--- src/hw/ext_bus_pkg.sv ---
`default_nettype none
package ext_bus_pkg;

  // address and data widths of the external bus
  localparam int ADDR_W = 24;
  localparam int DATA_W = 16;
  localparam int RANGE_W = 12;  // window ranges compare address bits 23..12

  // internal area: no external cycle, no chip select
  localparam logic [23:0] INTERNAL_FIRST = 24'h00F000;
  localparam logic [23:0] INTERNAL_LAST  = 24'h00FFFF;

  // window index of the default configuration
  localparam logic [2:0] WIN_DEFAULT = 3'h0;

  // segment line select codes and their segment pin masks
  localparam logic [1:0] SEG_TWO   = 2'h3;
  localparam logic [1:0] SEG_EIGHT = 2'h2;
  localparam logic [1:0] SEG_NONE  = 2'h1;
  localparam logic [1:0] SEG_FOUR  = 2'h0;
  localparam logic [7:0] SEG_MASK_TWO   = 8'h03;
  localparam logic [7:0] SEG_MASK_EIGHT = 8'hFF;
  localparam logic [7:0] SEG_MASK_NONE  = 8'h00;
  localparam logic [7:0] SEG_MASK_FOUR  = 8'h0F;

  // chip select count codes and their chip select pin masks
  localparam logic [1:0] CSC_FIVE  = 2'h3;
  localparam logic [1:0] CSC_NONE  = 2'h2;
  localparam logic [1:0] CSC_TWO   = 2'h1;
  localparam logic [1:0] CSC_THREE = 2'h0;
  localparam logic [4:0] CS_MASK_FIVE  = 5'h1F;
  localparam logic [4:0] CS_MASK_NONE  = 5'h00;
  localparam logic [4:0] CS_MASK_TWO   = 5'h03;
  localparam logic [4:0] CS_MASK_THREE = 5'h07;

  // chip select modes, {write enable, read enable}
  localparam logic [1:0] CSM_ADDRESS = 2'h0;
  localparam logic [1:0] CSM_READ    = 2'h1;
  localparam logic [1:0] CSM_WRITE   = 2'h2;
  localparam logic [1:0] CSM_RDWR    = 2'h3;

  // unused codes; reset latches strap_segment_sel and strap_cs_count instead
  localparam logic [1:0] SEG_SEL_RESET  = SEG_TWO;
  localparam logic [1:0] CS_COUNT_RESET = CSC_FIVE;

  // command phase length; covers the two-stage data input synchroniser
  localparam int          CMD_CYCLES = 3;
  localparam logic [1:0]  CMD_LAST   = 2'(CMD_CYCLES - 1);

  // one bus configuration
  typedef struct packed {
    logic enable;        // window in use
    logic demux;         // 1: demultiplexed, 0: multiplexed
    logic bus16;         // 1: 16-bit data bus, 0: 8-bit
    logic cs_write_en;   // chip_select_write_enable
    logic cs_read_en;    // chip_select_read_enable
  } bus_cfg_t;

  typedef enum logic [2:0] {
    ST_IDLE,
    ST_ALE,
    ST_ALE_EXT,
    ST_CMD
  } state_t;

endpackage : ext_bus_pkg
`default_nettype wire

--- src/hw/window_lookup_if.sv ---
`timescale 1ns/1ps
`default_nettype none
// address in, selected window and internal flag out
interface window_lookup_if;
  logic [23:0] addr;
  logic [2:0]  sel;
  logic        is_internal;

  modport requester (output addr, input sel, input is_internal);
  modport decoder   (input addr, output sel, output is_internal);
endinterface : window_lookup_if
`default_nettype wire

--- src/hw/external_bus_controller.sv ---
`timescale 1ns/1ps
`default_nettype none
module external_bus_controller
  import ext_bus_pkg::*;
#(
  parameter int NUM_WINDOWS = 4
) (
  input  wire logic                                     clk_sys,
  input  wire logic                                     reset,
  // cpu request side
  input  wire logic                                     req_valid,
  output logic                                          req_ready,
  input  wire logic [ADDR_W-1:0]                        req_addr,
  input  wire logic                                     req_write,
  input  wire logic                                     req_byte,
  input  wire logic [DATA_W-1:0]                        req_wdata,
  output logic                                          resp_valid,
  output logic                                          resp_internal,
  output logic [DATA_W-1:0]                             resp_rdata,
  // configuration bits
  input  wire ext_bus_pkg::bus_cfg_t                    default_bus_config,
  input  wire ext_bus_pkg::bus_cfg_t [NUM_WINDOWS-1:0]  window_bus_config,
  input  wire logic [NUM_WINDOWS-1:0][RANGE_W-1:0]      window_range_base,
  input  wire logic [NUM_WINDOWS-1:0][RANGE_W-1:0]      window_range_mask,
  input  wire logic                                     write_pin_config,
  input  wire logic                                     byte_pin_disable_we,
  input  wire logic                                     byte_pin_disable_wdata,
  output logic                                          byte_pin_disable,
  output logic [1:0]                                    segment_line_select,
  output logic [1:0]                                    chip_select_count,
  // reset straps
  input  wire logic [1:0]                               strap_segment_sel,
  input  wire logic [1:0]                               strap_cs_count,
  input  wire logic                                     strap_bus16,
  // external bus pins
  output logic                                          address_latch_enable,
  output logic                                          read_strobe_n,
  output logic                                          write_low_strobe_n,
  output logic                                          byte_high_enable_out,
  output logic                                          byte_high_enable_oe,
  input  wire logic [DATA_W-1:0]                        mux_data_port_in,
  output logic [DATA_W-1:0]                             mux_data_port_out,
  output logic [DATA_W-1:0]                             mux_data_port_oe,
  output logic [15:0]                                   address_port_out,
  output logic [15:0]                                   address_port_oe,
  output logic [7:0]                                    segment_port_out,
  output logic [7:0]                                    segment_port_oe,
  output logic [4:0]                                    window_chip_select_n,
  output logic [4:0]                                    window_chip_select_oe
);
  import ext_bus_pkg::*;

  initial begin
    if (NUM_WINDOWS < 1 || NUM_WINDOWS > 4) begin
      $error("external_bus_controller: NUM_WINDOWS must be 1 to 4");
    end
  end

  ////////////////////////////////////////////////////////////////////////////
  // lookup functions for reset-latched codes
  function automatic logic [7:0] seg_mask(input logic [1:0] code);
    case (code)
      SEG_TWO:   seg_mask = SEG_MASK_TWO;
      SEG_EIGHT: seg_mask = SEG_MASK_EIGHT;
      SEG_NONE:  seg_mask = SEG_MASK_NONE;
      default:   seg_mask = SEG_MASK_FOUR;
    endcase
  endfunction : seg_mask

  function automatic logic [4:0] cs_mask(input logic [1:0] code);
    case (code)
      CSC_FIVE: cs_mask = CS_MASK_FIVE;
      CSC_NONE: cs_mask = CS_MASK_NONE;
      CSC_TWO:  cs_mask = CS_MASK_TWO;
      default:  cs_mask = CS_MASK_THREE;
    endcase
  endfunction : cs_mask

  ////////////////////////////////////////////////////////////////////////////
  // pin synchronisers
  logic [1:0]        strap_seg_s1, strap_seg_s2;
  logic [1:0]        strap_cs_s1, strap_cs_s2;
  logic              strap_bus16_s1, strap_bus16_s2;
  logic [DATA_W-1:0] data_in_s1, data_in_s2;

  always_ff @(posedge clk_sys) begin
    strap_seg_s1   <= strap_segment_sel;
    strap_seg_s2   <= strap_seg_s1;
    strap_cs_s1    <= strap_cs_count;
    strap_cs_s2    <= strap_cs_s1;
    strap_bus16_s1 <= strap_bus16;
    strap_bus16_s2 <= strap_bus16_s1;
    data_in_s1     <= mux_data_port_in;
    data_in_s2     <= data_in_s1;
  end

  // chip select code latched at reset
  // byte pin disable from width strap
  always_ff @(posedge clk_sys) begin
    if (reset) begin
      segment_line_select <= strap_seg_s2;
      chip_select_count   <= strap_cs_s2;
      byte_pin_disable    <= ~strap_bus16_s2;
    end else if (byte_pin_disable_we) begin
      byte_pin_disable    <= byte_pin_disable_wdata;
    end
  end

  ////////////////////////////////////////////////////////////////////////////
  // window lookup of the incoming request
  window_lookup_if look ();

  assign look.addr = req_addr;

  window_decoder #(
    .NUM_WINDOWS (NUM_WINDOWS)
  ) u_decoder (
    .look              (look),
    .window_bus_config (window_bus_config),
    .window_range_base (window_range_base),
    .window_range_mask (window_range_mask)
  );

  // configuration of each chip select index, 0 is the default
  bus_cfg_t [4:0] cfg_by_index;
  logic           any_demux;

  for (genvar i = 0; i < 5; i++) begin : g_cfg
    if (i == 0) begin : g_def
      assign cfg_by_index[i] = default_bus_config;
    end else if (i <= NUM_WINDOWS) begin : g_win
      assign cfg_by_index[i] = window_bus_config[i-1];
    end else begin : g_none
      assign cfg_by_index[i] = '0;
    end
  end

  // demux anywhere keeps the address port
  assign any_demux = |{default_bus_config.enable & default_bus_config.demux,
                       (cfg_by_index[4].enable & cfg_by_index[4].demux),
                       (cfg_by_index[3].enable & cfg_by_index[3].demux),
                       (cfg_by_index[2].enable & cfg_by_index[2].demux),
                       (cfg_by_index[1].enable & cfg_by_index[1].demux)};

  ////////////////////////////////////////////////////////////////////////////
  // cycle registers
  state_t            state, next_state;
  logic [ADDR_W-1:0] cyc_addr;
  logic              cyc_write;
  logic              cyc_byte;
  logic [DATA_W-1:0] cyc_wdata;
  bus_cfg_t          cyc_cfg;
  logic [2:0]        cyc_win;
  logic              cyc_switch;
  logic              cyc_second;
  logic [1:0]        cmd_cnt;
  logic [2:0]        cs_area;
  logic              cs_area_valid;
  logic [DATA_W-1:0] rdata;
  logic              resp_pulse;
  logic              resp_int_pulse;

  // decoded conditions of the running cycle
  logic start_ext, start_int, cmd_done, split_word, last_byte;
  logic in_cmd, in_ale, lo_sel, hi_sel;

  assign start_ext  = (state == ST_IDLE) && req_valid && !look.is_internal;
  assign start_int  = (state == ST_IDLE) && req_valid && look.is_internal;
  assign in_cmd     = (state == ST_CMD);
  assign in_ale     = (state == ST_ALE) || (state == ST_ALE_EXT);
  assign cmd_done   = in_cmd && (cmd_cnt == CMD_LAST);
  // 8-bit word needs two byte cycles
  assign split_word = !cyc_cfg.bus16 && !cyc_byte;
  assign last_byte  = !split_word || cyc_second;
  // lane selects from size and bit zero
  assign lo_sel     = !cyc_cfg.bus16 || !cyc_byte || !cyc_addr[0];
  assign hi_sel     = cyc_cfg.bus16 && (!cyc_byte || cyc_addr[0]);

  // sequencer
  always_comb begin
    next_state = state;
    case (state)
      ST_IDLE: begin
        if (start_ext) begin
          next_state = ST_ALE;
        end
      end
      ST_ALE: begin
        // extra strobe cycle on demux to mux
        next_state = cyc_switch ? ST_ALE_EXT : ST_CMD;
      end
      ST_ALE_EXT: begin
        next_state = ST_CMD;
      end
      ST_CMD: begin
        if (cmd_done) begin
          next_state = last_byte ? ST_IDLE : ST_ALE;
        end
      end
      default: begin
        next_state = ST_IDLE;
      end
    endcase
  end

  always_ff @(posedge clk_sys) begin
    if (reset) begin
      state <= ST_IDLE;
    end else begin
      state <= next_state;
    end
  end

  // request captured with its own window
  always_ff @(posedge clk_sys) begin
    if (reset) begin
      cyc_addr   <= '0;
      cyc_write  <= 1'b0;
      cyc_byte   <= 1'b0;
      cyc_wdata  <= '0;
      cyc_cfg    <= '0;
      cyc_win    <= WIN_DEFAULT;
      cyc_switch <= 1'b0;
      cyc_second <= 1'b0;
    end else if (start_ext) begin
      cyc_addr   <= req_addr;
      cyc_write  <= req_write;
      cyc_byte   <= req_byte;
      cyc_wdata  <= req_wdata;
      cyc_cfg    <= cfg_by_index[look.sel];
      cyc_win    <= look.sel;
      cyc_switch <= !cfg_by_index[look.sel].demux && any_demux;
      cyc_second <= 1'b0;
    end else if (cmd_done && !last_byte) begin
      cyc_addr   <= {cyc_addr[ADDR_W-1:1], 1'b1};
      cyc_second <= 1'b1;
    end
  end

  // command phase length counter
  always_ff @(posedge clk_sys) begin
    if (reset || !in_cmd) begin
      cmd_cnt <= '0;
    end else begin
      cmd_cnt <= cmd_cnt + 2'h1;
    end
  end

  // address select moves at strobe fall
  always_ff @(posedge clk_sys) begin
    if (reset) begin
      cs_area       <= WIN_DEFAULT;
      cs_area_valid <= 1'b0;
    end else if (in_ale && next_state == ST_CMD) begin
      cs_area       <= cyc_win;
      cs_area_valid <= 1'b1;
    end else if (start_int) begin
      cs_area_valid <= 1'b0;
    end
  end

  // byte reads keep the addressed byte and drop the other; word reads keep both
  always_ff @(posedge clk_sys) begin
    if (reset) begin
      rdata <= '0;
    end else if (start_ext) begin
      rdata <= '0;
    end else if (cmd_done && !cyc_write) begin
      if (split_word) begin
        if (cyc_second) begin
          rdata[15:8] <= data_in_s2[7:0];
        end else begin
          rdata[7:0]  <= data_in_s2[7:0];
        end
      end else if (cyc_byte && cyc_cfg.bus16) begin
        rdata <= {8'h00, cyc_addr[0] ? data_in_s2[15:8] : data_in_s2[7:0]};
      end else if (cyc_byte) begin
        rdata <= {8'h00, data_in_s2[7:0]};
      end else begin
        rdata <= data_in_s2;
      end
    end
  end

  // answer pulses to the cpu
  always_ff @(posedge clk_sys) begin
    if (reset) begin
      resp_pulse     <= 1'b0;
      resp_int_pulse <= 1'b0;
    end else begin
      resp_pulse     <= (cmd_done && last_byte) || start_int;
      resp_int_pulse <= start_int;
    end
  end

  assign req_ready     = (state == ST_IDLE);
  assign resp_valid    = resp_pulse;
  assign resp_internal = resp_int_pulse;
  assign resp_rdata    = rdata;

  ////////////////////////////////////////////////////////////////////////////
  // pin drive
  logic       addr_on_mux, drive_data;
  logic [7:0] wbyte;

  assign address_latch_enable = in_ale;
  // mux address waits for second strobe cycle when cyc_switch is set
  assign addr_on_mux = !cyc_cfg.demux &&
                       (((state == ST_ALE) && !cyc_switch) || (state == ST_ALE_EXT));
  assign drive_data  = in_cmd && cyc_write;
  assign wbyte       = cyc_second ? cyc_wdata[15:8] : cyc_wdata[7:0];

  // 8-bit bus data uses the low byte only; the mux address phase drives all 16 lines
  assign mux_data_port_out = addr_on_mux ? cyc_addr[15:0] :
                             !cyc_cfg.bus16 ? {8'h00, wbyte} :
                             cyc_byte ? {cyc_wdata[7:0], cyc_wdata[7:0]} : cyc_wdata;
  assign mux_data_port_oe  = addr_on_mux ? 16'hFFFF :
                             !drive_data ? 16'h0000 :
                             cyc_cfg.bus16 ? 16'hFFFF : 16'h00FF;

  assign address_port_out = cyc_addr[15:0];
  assign address_port_oe  = any_demux ? 16'hFFFF : 16'h0000;

  // segment lines above the 16-bit address
  assign segment_port_out = cyc_addr[23:16];
  assign segment_port_oe  = seg_mask(segment_line_select);

  assign read_strobe_n        = !(in_cmd && !cyc_write);
  assign write_low_strobe_n   = write_pin_config ? !(drive_data && lo_sel) : !drive_data;
  assign byte_high_enable_out = write_pin_config ? !(drive_data && hi_sel)
                                                 : !((state != ST_IDLE) && hi_sel);
  assign byte_high_enable_oe  = !byte_pin_disable;

  ////////////////////////////////////////////////////////////////////////////
  // chip selects per window index
  logic [4:0] cs_active;
  logic [4:0] cs_pins;

  assign cs_pins = cs_mask(chip_select_count);

  for (genvar i = 0; i < 5; i++) begin : g_cs
    logic       area_hit;
    logic [1:0] mode;
    assign area_hit = cs_area_valid && (cs_area == 3'(i));
    assign mode     = {cfg_by_index[i].cs_write_en, cfg_by_index[i].cs_read_en};
    // mode from write and read enables
    assign cs_active[i] = (mode == CSM_ADDRESS) ? area_hit :
                          (mode == CSM_READ)    ? area_hit && in_cmd && !cyc_write :
                          (mode == CSM_WRITE)   ? area_hit && drive_data :
                                                  area_hit && in_cmd;
    assign window_chip_select_n[i]  = !cs_active[i];
    assign window_chip_select_oe[i] = cs_pins[i];
  end

endmodule : external_bus_controller
`default_nettype wire

--- src/hw/window_decoder.sv ---
`timescale 1ns/1ps
`default_nettype none
module window_decoder
  import ext_bus_pkg::*;
#(
  parameter int NUM_WINDOWS = 4
) (
  window_lookup_if.decoder                              look,
  input  wire ext_bus_pkg::bus_cfg_t [NUM_WINDOWS-1:0]  window_bus_config,
  input  wire logic [NUM_WINDOWS-1:0][RANGE_W-1:0]      window_range_base,
  input  wire logic [NUM_WINDOWS-1:0][RANGE_W-1:0]      window_range_mask
);
  import ext_bus_pkg::*;

  initial begin
    if (NUM_WINDOWS < 1 || NUM_WINDOWS > 4) begin
      $error("window_decoder: NUM_WINDOWS must be 1 to 4");
    end
  end

  logic [NUM_WINDOWS-1:0] hit;
  logic [2:0]             pick;

  ////////////////////////////////////////////////////////////////////////////
  // per-window compare of the masked upper address bits
  for (genvar i = 0; i < NUM_WINDOWS; i++) begin : g_hit
    assign hit[i] = window_bus_config[i].enable &&
      (((look.addr[23:12] ^ window_range_base[i]) & window_range_mask[i]) == 12'h000);
  end

  always_comb begin
    pick = WIN_DEFAULT;
    for (int i = 0; i < NUM_WINDOWS; i++) begin
      if (hit[i]) begin
        pick = 3'(i + 1);  // higher window overrides lower
      end
    end
  end

  assign look.is_internal = (look.addr >= INTERNAL_FIRST) && (look.addr <= INTERNAL_LAST);
  assign look.sel         = pick;

endmodule : window_decoder
`default_nettype wire

--- config.mk ---
export PLATFORM = sky130hd
export DESIGN_NAME = external_bus_controller
export DESIGN_NICKNAME = d
export VERILOG_FILES = /design/src/hw/ext_bus_pkg.sv /design/src/hw/window_lookup_if.sv /design/src/hw/external_bus_controller.sv /design/src/hw/window_decoder.sv
export SDC_FILE = /design/constraint.sdc
export NUM_CORES = 1
export LEC_CHECK = 0
export BUFFER_PORTS_ARGS = -buffer_cell sky130_fd_sc_hd__buf_4
export CORE_MARGIN = 3
export CORE_UTILIZATION = 41
export DETAILED_ROUTE_END_ITERATION = 10
export GPL_TIMING_DRIVEN = 1
export PLACE_DENSITY = 0.88
export SLEW_MARGIN = 0
export SYNTH_ARGS = -nofsm -noshare
export SYNTH_HDL_FRONTEND = slang
export SYNTH_SLANG_ARGS = --single-unit
export TNS_END_PERCENT = 10
--- constraint.sdc ---
create_clock -name clk_sys -period 2.1 [get_ports clk_sys]
set_input_delay 0.42 -clock clk_sys [delete_from_list [all_inputs] [get_ports clk_sys]]
set_output_delay 0.42 -clock clk_sys [all_outputs]
set_load 0.01 [all_outputs]
==> flow_summary.ini <==
[setup_path]
cp.arrival_ps = 1970
r2r-end = cyc_wdata[9]$_SDFFE_PP0N_
path_cells = nand2b_4 -> o21a_1 -> nor2_2 -> nor2b_4 -> buf_6 -> buf_12 -> nand2_4 -> o21ai_2 -> buf_4
rr_startpoint = state[1]$_SDFF_PP0_
required_ps = 1680
path_class = register to primary output
cpMaxStageDelayCell = dfxtp_2
cpPeakStageDelay_ps = 340
critPathMaxFanout = 8
crit_buf_inv = 3
start_kind = register
r2r_setup_slack_ps = 0
end_kind = primary output
ff2ff_path_depth = 8
crit_family = simple AND/OR/NAND/NOR gates

[clock_tree]
clk_pin_slew_ps = 60
cts_max_level = 4
cts.sinks = 123
clock_latency_ps = 410
cts_buffers = 17
hold_buffers = 0
clockRootBuffer = clkbuf_16
clk_path_buf_depth = 2
cts_tree = built

[place]
dp_cells = 1078
hpwl_um = 15200
dp_slack_ps = -115
place_area_um2 = 8010
io_buffers = 308
gp_congestion = 0.970

[layout]
syn_to_final_growth_pct = 56.6
drive_gt1_share_pct = 47.2
utilization_pct = 66.8
nNetsFinal = 1124
diodes = 0
fin_area_um2 = 9020
final_cells = 1120

[synthesis]
synth_nets = 844
async_flop_share_pct = 0
synth_flop_cell = dfxtp_1
synth_area_um2 = 5760
synth_warnings = 0
synth-seq-area-share_pct = 43.6
yosys-top-cells-area = dfxtp_1 41%, nand2_1 7.9%, xor2_1 7.3%
syn_inst = 651
synth_cell_type_count = 52
ys_seq_elements = 123
netlist.area_leader.share_pct = 41.0
synth_common_cells = 121 x nand2_1, 118 x dfxtp_1, 58 x a21oi_1
yosysMostFrequentCell = nand2_1
synth_area_leader_cell = dfxtp_1
synth_edf_count = 5
post_synth.cell_area_avg_um2 = 8.85

[detailed_routing]
vias_per_cell = 5.12
drc = 1
ant_nets = 0
drt_pre_antenna_iters = 8
initialDrtViolationCount = 489
wire_per_inst_um = 18.8
wl_um = 21100
vias = 5733

[sta]
worst_clock_skew_ps = 6.45
rsz0062_at_grt = yes
maxSlewViolCount = 0
worst_slack_ps = -287
maxSlewHeadroom_pct = 53.3
tightest_slew_ps = 699
hold_viol = 0
min_period_over_period_pct = 114
fin_crit_ps = 2390
final-setup-viol-count = 40
setup_tns_ps = -8440
clock.fmax_mhz = 419

[pwr]
powerDensity_nw_per_um2 = 717
peakVddDrop_uv = 555
p_leak_nw = 4.07

[floorplanning]
fp.dieH_um = 125
ios = 309
row_count = 42
die_x_um = 125
initial_core_util_pct = 42.6
coreArea_um2 = 13500
die-area_um2 = 15500

[grt]
first_global_vias = 5768
globalRouteOverflowTotal = 0
track_usage_pct = 25.8
grt_start_max_net_pins = 48
grt_pass1_wl_um = 31500
antenna_found_initial = 0

[run_status]
status = finished with violations
violations = design-rule violations, negative setup slack

[run]
maxCapViolations = 0

[min_path]
min_from = mux_data_port_in[8]
worstHoldEndpoint = data_in_s1[8]$_DFF_P_
min_path_cells = 1
hp-class = input pin to register
stage by stage:
stage / total power, mW / hold WS [ps]
finish: 6.46 / 109
global route: 6.70 / 87.0
CTS: 6.48 / 95.7
detailed placement: 3.50 / 312
global placement: 3.48 / 310
floorplan: 3.00 / 310
area by class of cell:
class,count,area (um^2)
fill,1061,4490
multi-input combinational,439,2890
timing repair buffer,343,2750
sequential,123,2520
clock buffer,19,453
tap,176,220
clock inverter,13,155
inverter,7,26.3
worst reg2reg max path: cells and delay by family, from the launching register on:
family	cells	cell delay [ps]
buffers and inverters	3	430
flip-flops	1	340
AO/OA/AOI/OAI	1	140
AND/OR/NAND/NOR	4	1130
cell families (layout without fill, tap and decap cells):
logic type / count (synthesis) / after routing / synth area share (%)
DFF: 123 / 123 / 43.6
muxes: 43 / 43 / 7.69
other: 1 / 1 / 0.0651
adders and majority gates: 3 / 3 / 0.652
AOI/OAI and AO/OA: 125 / 125 / 13.2
xor gates and xnor gates: 48 / 48 / 7.30
buffers and inverters: 90 / 382 / 10.3
and+or+nand+nor: 218 / 219 / 17.1
worst max-delay path by stage:
stage | from | endpoint | cells past startpoint
finish | state[1]$_SDFF_PP0_ | mux_data_port_out[10] | 9
global route | state[1]$_SDFF_PP0_ | mux_data_port_out[10] | 9
CTS | state[1]$_SDFF_PP0_ | mux_data_port_out[14] | 9
detailed placement | req_addr[13] | cyc_cfg[3]$_SDFFE_PP0N_ | 8
global placement | req_addr[13] | cyc_cfg[3]$_SDFFE_PP0N_ | 8
floorplan | state[1]$_SDFF_PP0_ | mux_data_port_oe[1] | 7
cell usage in the layout (no fill, tap or decap), types with 7 or more instances in the layout:
| cell | n |
|---|---|
| o21ai_2 | 13 |
| nand2_2 | 14 |
| nand3_1 | 9 |
| clkbuf_16 | 17 |
| a211oi_1 | 7 |
| buf_4 | 325 |
| mux2_2 | 10 |
| nand2_1 | 102 |
| a22oi_1 | 17 |
| nor2_1 | 33 |
| inv_1 | 7 |
| xor2_1 | 48 |
| buf_12 | 7 |
| buf_6 | 8 |
| dfxtp_1 | 116 |
| a21oi_1 | 58 |
| nor3_1 | 13 |
| mux2i_1 | 33 |
power by group:
part	switching, mW	leakage [nW]	internal, mW
Clock	1.11	0.296	1.84
Sequential	0.0710	1.02	2.45
Combinational	0.457	2.76	0.541
flip-flops by register name, summed over array words and instances (netlist names), 3 cells and up:
name	flops
cyc_wdata	16
state	3
cyc_win	3
data_in_s2	16
cyc_addr	24
data_in_s1	16
resp_rdata	16
cs_area	3
layer usage:
metal	global-route usage, %	routed length, um
met1	32.5	8510
met2	43.5	10500
met3	6.26	1510
met4	8.19	533
met5	0	0
timing repair:
item,in CTS,in global routing
setup endpoints to repair,39,122
buffers inserted,6,1
cloned,3,1
pin swaps,5,4
resized for setup,63,23
(Power assumes the default switching activity.)
